`src/viu_pkg.sv`:
```
// Purpose: shared constants and types of the vectored interrupt unit
// Assumes: 32-bit classic Wishbone register access, byte addresses below
// Notes:   slot registers repeat every word from their base offset
package viu_pkg;
   localparam int NUM_SRC   = 32;
   localparam int NUM_SLOTS = 16;
   localparam int SRC_W     = 5;
   localparam int ADR_W     = 12;

   localparam logic [11:0] OFS_RAW_STATUS  = 12'h000;
   localparam logic [11:0] OFS_FAST_STATUS = 12'h004;
   localparam logic [11:0] OFS_NORM_STATUS = 12'h008;
   localparam logic [11:0] OFS_CLASS_SEL   = 12'h00C;
   localparam logic [11:0] OFS_ENABLE      = 12'h010;
   localparam logic [11:0] OFS_VECT_ADDR   = 12'h014;
   localparam logic [11:0] OFS_DEF_ADDR    = 12'h018;
   localparam logic [11:0] OFS_EVT_STATUS  = 12'h01C;
   localparam logic [11:0] OFS_EVT_MASK    = 12'h020;
   localparam logic [11:0] OFS_SLOT_ADDR   = 12'h100;
   localparam logic [11:0] OFS_SLOT_CTRL   = 12'h200;

   localparam int SLOT_EN_BIT  = 5;
   localparam int EVT_FAST_BIT = 0;
   localparam int EVT_NORM_BIT = 1;
   localparam int EVT_W        = 2;

   localparam logic [31:0] RST_WORD  = 32'h0000_0000;
   localparam logic [31:0] RST_DEF_ADDR = 32'h0000_0000;

   typedef struct packed {
      logic             en;
      logic [SRC_W-1:0] src;
   } viu_slot_type;

   typedef struct packed {
      logic        cyc;
      logic        stb;
      logic        we;
      logic [3:0]  sel;
      logic [11:0] adr;
      logic [31:0] dat;
   } viu_wb_req_type;
endpackage

```
`src/viu_top.sv`:
```
// Purpose: vectored interrupt unit with fast, vectored and plain normal classes
// Assumes: request lines are active-high levels synchronous to clk_i
// Notes:   Wishbone classic slave, ack one cycle after the request is seen
// Function
// - every request line is classed fast, vectored normal or plain normal by software.
// - fast requests outrank every normal request, vectored or not.
// - all fast-class pending requests merge into one fast output.
// - a readable word shows which fast-class sources are requesting.
// - sixteen vectored slots, any request line may go to any slot.
// - slot zero has highest priority, falling strictly to slot fifteen.
// - plain normal requests rank below vectored and fast requests.
// - all pending normal requests merge into one normal output.
// - vector register returns routine address of best pending vectored slot.
// - with no vectored request pending, vector register returns the default address.
// - a readable word shows which normal requests are active.
// - each peripheral drives exactly one, possibly merged, request line.
// - class and slot changes take effect on the very next evaluation.
//
// Local design decisions: the Wishbone register port and the register addresses.
`timescale 1ns/1ps
module viu_top #(
   parameter int NUM_SRC   = viu_pkg::NUM_SRC,
   parameter int NUM_SLOTS = viu_pkg::NUM_SLOTS
) (
   input  wire logic               clk_i,
   input  wire logic               rst_i,
   input  wire logic [NUM_SRC-1:0] irq_req_i,
   input  wire logic               wb_cyc_i,
   input  wire logic               wb_stb_i,
   input  wire logic               wb_we_i,
   input  wire logic [3:0]         wb_sel_i,
   input  wire logic [11:0]        wb_adr_i,
   input  wire logic [31:0]        wb_dat_i,
   output logic      [31:0]        wb_dat_o,
   output logic                    wb_ack_o,
   output logic                    fast_interrupt_request_o,
   output logic                    normal_irq_o,
   output logic                    evt_irq_o
);
   function automatic logic [31:0] wr_merge(input logic [31:0] old, input logic [31:0] nw, input logic [3:0] sel);
      logic [31:0] res;
      res = old;
      for (int b = 0; b < 4; b++) begin
         if (sel[b]) begin
            res[8*b +: 8] = nw[8*b +: 8];
         end
      end
      return res;
   endfunction

   function automatic logic [3:0] first_set(input logic [NUM_SLOTS-1:0] v);
      logic [3:0] idx;
      idx = 4'h0;
      for (int i = NUM_SLOTS - 1; i >= 0; i--) begin
         if (v[i]) begin
            idx = 4'(i);
         end
      end
      return idx;
   endfunction

   viu_pkg::viu_wb_req_type wb;
   assign wb = '{cyc: wb_cyc_i, stb: wb_stb_i, we: wb_we_i, sel: wb_sel_i, adr: wb_adr_i, dat: wb_dat_i};

   // configuration state
   logic [NUM_SRC-1:0]         class_sel,   next_class_sel;
   logic [NUM_SRC-1:0]         enable,      next_enable;
   logic [31:0]                def_addr,    next_def_addr;
   logic [viu_pkg::EVT_W-1:0]  evt_status,  next_evt_status;
   logic [viu_pkg::EVT_W-1:0]  evt_mask,    next_evt_mask;
   logic [31:0]                slot_addr      [NUM_SLOTS];
   logic [31:0]                next_slot_addr [NUM_SLOTS];
   viu_pkg::viu_slot_type      slot_cfg       [NUM_SLOTS];
   viu_pkg::viu_slot_type      next_slot_cfg  [NUM_SLOTS];

   // datapath state
   logic [NUM_SRC-1:0]   req_q;
   logic [NUM_SRC-1:0]   pending;
   logic [NUM_SRC-1:0]   fast_pend;
   logic [NUM_SRC-1:0]   norm_pend;
   logic [NUM_SLOTS-1:0] slot_hit;
   logic                 slot_any;
   logic [3:0]           slot_win;
   logic [31:0]          vect_addr,  next_vect_addr;
   logic                 next_fiq;
   logic                 next_irq;
   logic                 next_evt_irq;
   logic                 next_ack;
   logic [31:0]          next_dat;
   logic                 wr_strobe;
   localparam int EVT_W_L = viu_pkg::EVT_W;
   logic [EVT_W_L-1:0]   evt_set;

   // request lines are sampled levels, one line per peripheral
   always_ff @(posedge clk_i) begin
      if (rst_i) begin
         req_q <= '0;
      end else begin
         req_q <= irq_req_i;
      end
   end

   // classification and priority resolution, purely from current settings
   always_comb begin
      pending   = req_q & enable;
      fast_pend = pending & class_sel;
      norm_pend = pending & ~class_sel;
      for (int n = 0; n < NUM_SLOTS; n++) begin
         slot_hit[n] = slot_cfg[n].en & norm_pend[slot_cfg[n].src];
      end
      slot_any       = |slot_hit;
      slot_win       = first_set(slot_hit);
      next_vect_addr = slot_any ? slot_addr[slot_win] : def_addr;
      next_fiq       = |fast_pend;
      next_irq       = |norm_pend;
   end

   always_ff @(posedge clk_i) begin
      if (rst_i) begin
         vect_addr                <= viu_pkg::RST_DEF_ADDR;
         fast_interrupt_request_o <= 1'b0;
         normal_irq_o             <= 1'b0;
      end else begin
         vect_addr                <= next_vect_addr;
         fast_interrupt_request_o <= next_fiq;
         normal_irq_o             <= next_irq;
      end
   end

   // register bus: request seen, ack and read data one cycle later, write on the ack edge
   always_comb begin
      next_ack  = wb.cyc & wb.stb & ~wb_ack_o;
      wr_strobe = wb.cyc & wb.stb & wb.we & wb_ack_o;
      next_dat  = 32'h0000_0000;
      if (wb.adr[11:8] == viu_pkg::OFS_SLOT_ADDR[11:8] && wb.adr[7:2] < 6'(NUM_SLOTS)) begin
         next_dat = slot_addr[wb.adr[5:2]];
      end else if (wb.adr[11:8] == viu_pkg::OFS_SLOT_CTRL[11:8] && wb.adr[7:2] < 6'(NUM_SLOTS)) begin
         next_dat = 32'(slot_cfg[wb.adr[5:2]]);
      end else begin
         unique case (wb.adr)
            viu_pkg::OFS_RAW_STATUS:  next_dat = 32'(req_q);
            viu_pkg::OFS_FAST_STATUS: next_dat = 32'(fast_pend);
            viu_pkg::OFS_NORM_STATUS: next_dat = 32'(norm_pend);
            viu_pkg::OFS_CLASS_SEL:   next_dat = 32'(class_sel);
            viu_pkg::OFS_ENABLE:      next_dat = 32'(enable);
            viu_pkg::OFS_VECT_ADDR:   next_dat = vect_addr;
            viu_pkg::OFS_DEF_ADDR:    next_dat = def_addr;
            viu_pkg::OFS_EVT_STATUS:  next_dat = 32'(evt_status);
            viu_pkg::OFS_EVT_MASK:    next_dat = 32'(evt_mask);
            default:                  next_dat = 32'h0000_0000;
         endcase
      end
   end

   always_ff @(posedge clk_i) begin
      if (rst_i) begin
         wb_ack_o <= 1'b0;
         wb_dat_o <= viu_pkg::RST_WORD;
      end else begin
         wb_ack_o <= next_ack;
         wb_dat_o <= next_ack ? next_dat : wb_dat_o;
      end
   end

   // configuration writes; events set on rising fast/normal outputs, set wins over clear
   always_comb begin
      logic [31:0] tmp;
      tmp             = 32'h0000_0000;
      next_class_sel  = class_sel;
      next_enable     = enable;
      next_def_addr   = def_addr;
      next_evt_mask   = evt_mask;
      next_evt_status = evt_status;
      next_slot_addr  = slot_addr;
      next_slot_cfg   = slot_cfg;
      if (wr_strobe) begin
         if (wb.adr[11:8] == viu_pkg::OFS_SLOT_ADDR[11:8] && wb.adr[7:2] < 6'(NUM_SLOTS)) begin
            next_slot_addr[wb.adr[5:2]] = wr_merge(slot_addr[wb.adr[5:2]], wb.dat, wb.sel);
         end else if (wb.adr[11:8] == viu_pkg::OFS_SLOT_CTRL[11:8] && wb.adr[7:2] < 6'(NUM_SLOTS)) begin
            tmp = wr_merge(32'(slot_cfg[wb.adr[5:2]]), wb.dat, wb.sel);
            next_slot_cfg[wb.adr[5:2]] = viu_pkg::viu_slot_type'(tmp[viu_pkg::SLOT_EN_BIT:0]);
         end else begin
            unique case (wb.adr)
               viu_pkg::OFS_CLASS_SEL: begin
                  tmp            = wr_merge(32'(class_sel), wb.dat, wb.sel);
                  next_class_sel = tmp[NUM_SRC-1:0];
               end
               viu_pkg::OFS_ENABLE: begin
                  tmp         = wr_merge(32'(enable), wb.dat, wb.sel);
                  next_enable = tmp[NUM_SRC-1:0];
               end
               viu_pkg::OFS_DEF_ADDR: begin
                  next_def_addr = wr_merge(def_addr, wb.dat, wb.sel);
               end
               viu_pkg::OFS_EVT_MASK: begin
                  tmp           = wr_merge(32'(evt_mask), wb.dat, wb.sel);
                  next_evt_mask = tmp[EVT_W_L-1:0];
               end
               viu_pkg::OFS_EVT_STATUS: begin
                  if (wb.sel[0]) begin
                     next_evt_status = evt_status & ~wb.dat[EVT_W_L-1:0];
                  end
               end
               default: begin
                  tmp = 32'h0000_0000;
               end
            endcase
         end
      end
      evt_set                             = '0;
      evt_set[viu_pkg::EVT_FAST_BIT]      = next_fiq & ~fast_interrupt_request_o;
      evt_set[viu_pkg::EVT_NORM_BIT]      = next_irq & ~normal_irq_o;
      next_evt_status                     = next_evt_status | evt_set;
      next_evt_irq                        = |(next_evt_status & next_evt_mask);
   end

   always_ff @(posedge clk_i) begin
      if (rst_i) begin
         class_sel  <= '0;
         enable     <= '0;
         def_addr   <= viu_pkg::RST_DEF_ADDR;
         evt_status <= '0;
         evt_mask   <= '0;
         evt_irq_o  <= 1'b0;
         for (int n = 0; n < NUM_SLOTS; n++) begin
            slot_addr[n] <= viu_pkg::RST_WORD;
            slot_cfg[n]  <= '0;
         end
      end else begin
         class_sel  <= next_class_sel;
         enable     <= next_enable;
         def_addr   <= next_def_addr;
         evt_status <= next_evt_status;
         evt_mask   <= next_evt_mask;
         evt_irq_o  <= next_evt_irq;
         slot_addr  <= next_slot_addr;
         slot_cfg   <= next_slot_cfg;
      end
   end

   chk_class_split: assert property (@(posedge clk_i) disable iff (rst_i)
      (fast_pend | norm_pend) == pending) else $error("pending request lost by classing");
   chk_fast_excl: assert property (@(posedge clk_i) disable iff (rst_i)
      (norm_pend & class_sel) == '0) else $error("fast source seen as normal");
   chk_fiq_merge: assert property (@(posedge clk_i) disable iff (rst_i)
      (|fast_pend) |=> fast_interrupt_request_o) else $error("fast output missing");
   chk_fiq_idle: assert property (@(posedge clk_i) disable iff (rst_i)
      !(|fast_pend) |=> !fast_interrupt_request_o) else $error("fast output without request");
   chk_irq_merge: assert property (@(posedge clk_i) disable iff (rst_i)
      (|norm_pend) |=> normal_irq_o) else $error("normal output missing");
   chk_slot_prio: assert property (@(posedge clk_i) disable iff (rst_i)
      slot_any |-> slot_hit[slot_win] && ((slot_hit & ((16'h0001 << slot_win) - 16'h0001)) == '0))
      else $error("lower slot outranked a higher one");
   chk_vect_addr: assert property (@(posedge clk_i) disable iff (rst_i)
      slot_any |=> vect_addr == $past(slot_addr[slot_win])) else $error("wrong vector address");
   chk_default_addr: assert property (@(posedge clk_i) disable iff (rst_i)
      !slot_any |=> vect_addr == $past(def_addr)) else $error("default address not returned");
   chk_bus_ack: assert property (@(posedge clk_i) disable iff (rst_i)
      (wb_cyc_i && wb_stb_i && !wb_ack_o) |=> wb_ack_o ##1 !wb_ack_o) else $error("bus ack timing");
   chk_event_hold: assert property (@(posedge clk_i) disable iff (rst_i)
      (evt_status[0] && !wr_strobe) |=> evt_status[0]) else $error("sticky event lost");

   // bus side: one ack per access, read data frozen between accesses
   chk_ack_pulse: assert property (@(posedge clk_i) disable iff (rst_i)
      wb_ack_o |=> !wb_ack_o)
      else $error("ack longer than one cycle");
   chk_dat_hold: assert property (@(posedge clk_i) disable iff (rst_i)
      !(wb_cyc_i && wb_stb_i && !wb_ack_o) |=> $stable(wb_dat_o))
      else $error("read data moved without an access");
   chk_fast_read: assert property (@(posedge clk_i) disable iff (rst_i)
      (wb_cyc_i && wb_stb_i && !wb_ack_o && wb_adr_i == viu_pkg::OFS_FAST_STATUS)
         |=> wb_dat_o == 32'($past(fast_pend)))
      else $error("fast status read wrong");
   chk_norm_read: assert property (@(posedge clk_i) disable iff (rst_i)
      (wb_cyc_i && wb_stb_i && !wb_ack_o && wb_adr_i == viu_pkg::OFS_NORM_STATUS)
         |=> wb_dat_o == 32'($past(norm_pend)))
      else $error("normal status read wrong");
   chk_raw_read: assert property (@(posedge clk_i) disable iff (rst_i)
      (wb_cyc_i && wb_stb_i && !wb_ack_o && wb_adr_i == viu_pkg::OFS_RAW_STATUS)
         |=> wb_dat_o == 32'($past(req_q)))
      else $error("raw status read wrong");
   chk_vect_read: assert property (@(posedge clk_i) disable iff (rst_i)
      (wb_cyc_i && wb_stb_i && !wb_ack_o && wb_adr_i == viu_pkg::OFS_VECT_ADDR)
         |=> wb_dat_o == $past(vect_addr))
      else $error("vector read wrong");

   // interrupt side: outputs, slot winner and event flags
   chk_irq_idle: assert property (@(posedge clk_i) disable iff (rst_i)
      !(|norm_pend) |=> !normal_irq_o)
      else $error("normal output without request");
   chk_slot_not_fast: assert property (@(posedge clk_i) disable iff (rst_i)
      slot_any |-> !class_sel[slot_cfg[slot_win].src] && enable[slot_cfg[slot_win].src])
      else $error("slot won by a fast or disabled line");
   chk_gate_off: assert property (@(posedge clk_i) disable iff (rst_i)
      (enable == '0) |=> !fast_interrupt_request_o && !normal_irq_o)
      else $error("output from disabled lines");
   chk_vect_irq: assert property (@(posedge clk_i) disable iff (rst_i)
      slot_any |=> normal_irq_o)
      else $error("vectored request without normal output");
   chk_evt_level: assert property (@(posedge clk_i) disable iff (rst_i)
      evt_irq_o == |(evt_status & evt_mask))
      else $error("event output disagrees with status");
   chk_evt_fast_set: assert property (@(posedge clk_i) disable iff (rst_i)
      (next_fiq && !fast_interrupt_request_o) |=> evt_status[viu_pkg::EVT_FAST_BIT])
      else $error("fast event not set");
   chk_evt_norm_set: assert property (@(posedge clk_i) disable iff (rst_i)
      (next_irq && !normal_irq_o) |=> evt_status[viu_pkg::EVT_NORM_BIT])
      else $error("normal event not set");
endmodule

```
`config.mk`:
```
export PLATFORM = sky130hd
export DESIGN_NAME = viu_top
export DESIGN_NICKNAME = d
export VERILOG_FILES = /design/src/viu_pkg.sv /design/src/viu_top.sv
export SDC_FILE = /design/constraint.sdc
export NUM_CORES = 2
export LEC_CHECK = 0
export ABC_CLOCK_PERIOD_IN_PS = 6950
export BUFFER_PORTS_ARGS = -buffer_cell sky130_fd_sc_hd__buf_2
export CAP_MARGIN = 20
export CORE_MARGIN = 1.5
export CORE_UTILIZATION = 60
export CTS_CLUSTER_DIAMETER = 150
export DETAILED_ROUTE_END_ITERATION = 10
export PLACE_DENSITY = 0.77
export SLEW_MARGIN = 20
export SYNTH_ARGS = -nofsm -noshare
export SYNTH_HDL_FRONTEND = slang
export SYNTH_SLANG_ARGS = --single-unit
```
`constraint.sdc`:
```
create_clock -name clk_i -period 6.95 [get_ports clk_i]
set_input_delay 0.695 -clock clk_i [delete_from_list [all_inputs] [get_ports clk_i]]
set_output_delay 0.695 -clock clk_i [all_outputs]
set_load 0.02 [all_outputs]
```
==> flow_metrics.env <==
export IMPL_status="complete, no violations"
export IMPL_core_um2=70400
export IMPL_detail_route_antenna_nets=0
export IMPL_yosysTopAreaCell="dfxtp_1"
export IMPL_yosys_cell_types_count=76
export IMPL_netlist_area_leader_share=0.377
export IMPL_synth_enable_flop_cells=0
export IMPL_cp_max_fo=21
export IMPL_yosysSeqAreaShare=0.377
export IMPL_finalSetupViolCount=0
export IMPL_hpwlAfterDp_um=98600
export IMPL_hold_start="irq_req_i[13]"
export IMPL_grtUsageTotal=0.411
export IMPL_synth_avg_cell_area_um2=9.86
export IMPL_rsz0062_at_grt="no"
export IMPL_cts_buffers=86
export IMPL_dp_slack_ns=1.56
export IMPL_final_hold_viol_count=0
export IMPL_grt_max_degree=232
export IMPL_post_cts_buffers=0
export IMPL_tritoncts="yes"
export IMPL_worst_setup_path_start_kind="register"
export IMPL_hp_class="input pin to register"
export IMPL_root_buffer="clkbuf_16"
export IMPL_grt_pass1_wl_um=229000
export IMPL_finalCritPeriodShare=0.825
export IMPL_firstDrtPassIters=10
export IMPL_endpoint_kind="register"
export IMPL_antenna_found_initial=12
export IMPL_synth_cell_area_um2=42900
export IMPL_wl_per_cell_um=29.4
export IMPL_initialDrtViolationCount=6232
export IMPL_syn2layout_area_growth_pct=9.02
export IMPL_globalRoute_totalOverflow=0
export IMPL_synth_cells=4352
export IMPL_port_buffers=120
export IMPL_num_vias=37700
export IMPL_rows=97
export IMPL_p_per_area_nw_per_um2=210
export IMPL_synth_common_cells="932 x nor2_1, 808 x dfxtp_1, 545 x a211oi_1"
export IMPL_synth_nets=4437
export IMPL_start_util=0.609
export IMPL_whs_ns=0.241
export IMPL_drc=0
export IMPL_design_area_um2=46800
export IMPL_slew_violations=0
export IMPL_ir_worst_vdd_uv=177
export IMPL_total_power_mw=9.83
export IMPL_reg2reg_to="vect_addr[28]$_SDFF_PP0_"
export IMPL_cts_resized=0
export IMPL_drv_cap=0
export IMPL_finalClockSkew_ns=0.0293
export IMPL_ios=121
export IMPL_cellLeakagePower_nw=14.4
export IMPL_dieWidth_um=270
export IMPL_cts_htree_levels=3
export IMPL_cts_buffer_depth=3
export IMPL_clkLatencyLatePin_ns=0.66
export IMPL_setup_worst_path_class="register to register"
export IMPL_grt_pass1_vias=35500
export IMPL_clk_pin_slew_ns=0.06
export IMPL_ff2ff_path_depth=10
export IMPL_synth_seq_cells=808
export IMPL_place_area_um2=43800
export IMPL_r2r_start="enable[9]$_SDFFE_PP0P_"
export IMPL_synth_flop_cell="dfxtp_1"
export IMPL_ff2ff_setup_slack_ns=1.21
export IMPL_fin_ws_ns=1.21
export IMPL_synth_warnings=0
export IMPL_finalCriticalPeriod_ns=5.74
export IMPL_async_flop_share=0
export IMPL_drive_gt1_frac=0.198
export IMPL_tightest_slew_ns=1.22
export IMPL_ctsHoldBuffers=0
export IMPL_drt_total_wl_um=153000
export IMPL_holdPathStages=2
export IMPL_die_area_um2=73100
export IMPL_arrival_ns=6.27
export IMPL_max_freq_ghz=0.174
export IMPL_finish_net_count=4278
export IMPL_synth_most_common_cell="nor2_1"
export IMPL_cp_required_ns=7.48
export IMPL_place_congestion=1.11
export IMPL_die_y_um=270
export IMPL_fin_setup_tns_ns=0
export IMPL_cts_sinks=808
export IMPL_synth_top_cells_by_area="dfxtp_1 38%, mux4_2 19%, a211oi_1 9.5%"
export IMPL_min_to="req_q[13]$_SDFF_PP0_"
export IMPL_fillCellCount=5441
export IMPL_avgViaCountPerCell=7.24
export IMPL_slew_headroom=0.189
-- metrics by stage --
stage,util,std cells
floorplan,-,4352
CTS,0.664,5199
detailed placement,0.623,5044
global placement,0.623,5044
finish,0.664,5204
global route,0.664,5203
-- area by class of cell --
class | count | area, um^2 | area share
multi-input combinational | 3060 | 25000 | 0.535
tap | 940 | 1180 | 0.0251
timing repair buffer | 218 | 1440 | 0.0307
antenna | 4 | 10.0 | 0.000214
sequential | 808 | 16200 | 0.346
clock buffer | 123 | 2510 | 0.0538
clock inverter | 32 | 372 | 0.00794
inverter | 19 | 71.3 | 0.00152
-- cell families (layout without fill, tap and decap cells) --
kind of cell	Yosys count	after routing	share of synthesized area
and+or+nand+nor	1360	1360	0.139
AOI/OAI and AO/OA	1026	1026	0.173
DFF	808	808	0.377
muxes	667	667	0.265
buffers and inverters	484	392	0.0446
xor gates and xnor gates	7	7	0.00143
other	0	4	0
-- worst max-delay path: stages (launching register included) --
cell	delay [ns]
dfxtp_1	0.46
nand3b_1	0.74
mux4_2	0.69
and3_1	0.21
o41ai_1	0.79
a211oi_2	0.28
o21ai_0	0.70
nand3_2	0.90
buf_4	0.52
nor2_1	0.20
o31ai_1	0.10
-- state kept, by name, summed over array words and instances, names as in the netlist --
register,count
slot_cfg,96
evt_mask,2
normal_irq_o,1
vect_addr,32
enable,32
slot_addr,512
def_addr,32
class_sel,32
evt_status,2
wb_dat_o,32
req_q,32
wb_ack_o,1
fast_interrupt_request_o,1
evt_irq_o,1
-- per-layer routing --
metal  vias up  global-route usage  share of wire
met4        10               0.262          0.074
met5         -                   0        0.00052
met1     18200               0.517           0.36
li1      16100                   -              -
met3       702               0.131           0.13
met2      2645               0.613           0.44
-- worst max path at each step --
stage,startpoint,endpoint,slack [ns],cells after the start
5_1_grt,slot_cfg[18]$_SDFFE_PP0P_,vect_addr[9]$_SDFF_PP0_,1.18,13
3_3_place_gp,slot_cfg[18]$_SDFFE_PP0P_,vect_addr[12]$_SDFF_PP0_,1.65,13
6_report,enable[9]$_SDFFE_PP0P_,vect_addr[28]$_SDFF_PP0_,1.21,10
3_5_place_dp,slot_cfg[18]$_SDFFE_PP0P_,vect_addr[9]$_SDFF_PP0_,1.56,13
4_1_cts,slot_cfg[18]$_SDFFE_PP0P_,vect_addr[9]$_SDFF_PP0_,1.52,13
2_1_floorplan,slot_cfg[6]$_SDFFE_PP0P_,vect_addr[20]$_SDFF_PP0_,3.11,14
-- where the power goes --
group	internal (mW)	leakage [nW]	switching, mW
Combinational	0.119	6.51	0.321
Clock	2.72	1.42	2.01
Sequential	4.65	6.52	0.0197
-- cells in the final DEF (no fill, tap or decap), drive strengths merged, types with 8 or more instances in the layout --
cell type	netlist	layout
nor2	932	932
dfxtp	808	808
a211oi	545	545
mux4	368	368
mux2i	226	226
buf	63	218
clkbuf	402	123
nand2	120	120
a21oi	103	103
o21ai	79	79
a22oi	76	76
mux2	73	73
nand3	48	48
nor2b	47	47
nor3	47	47
a22o	42	42
nand3b	34	34
nand4	30	30
o31ai	29	29
and3b	27	27
a222oi	27	27
clkinv	0	22
inv	19	20
nand2b	18	18
o22ai	18	18
o211ai	16	16
a31oi	16	16
o2111ai	13	13
a311oi	10	10
a221oi	9	9
nand4b	9	9
and2	8	8
or2	8	8
Note: power is estimated with default switching activity, not from simulation.
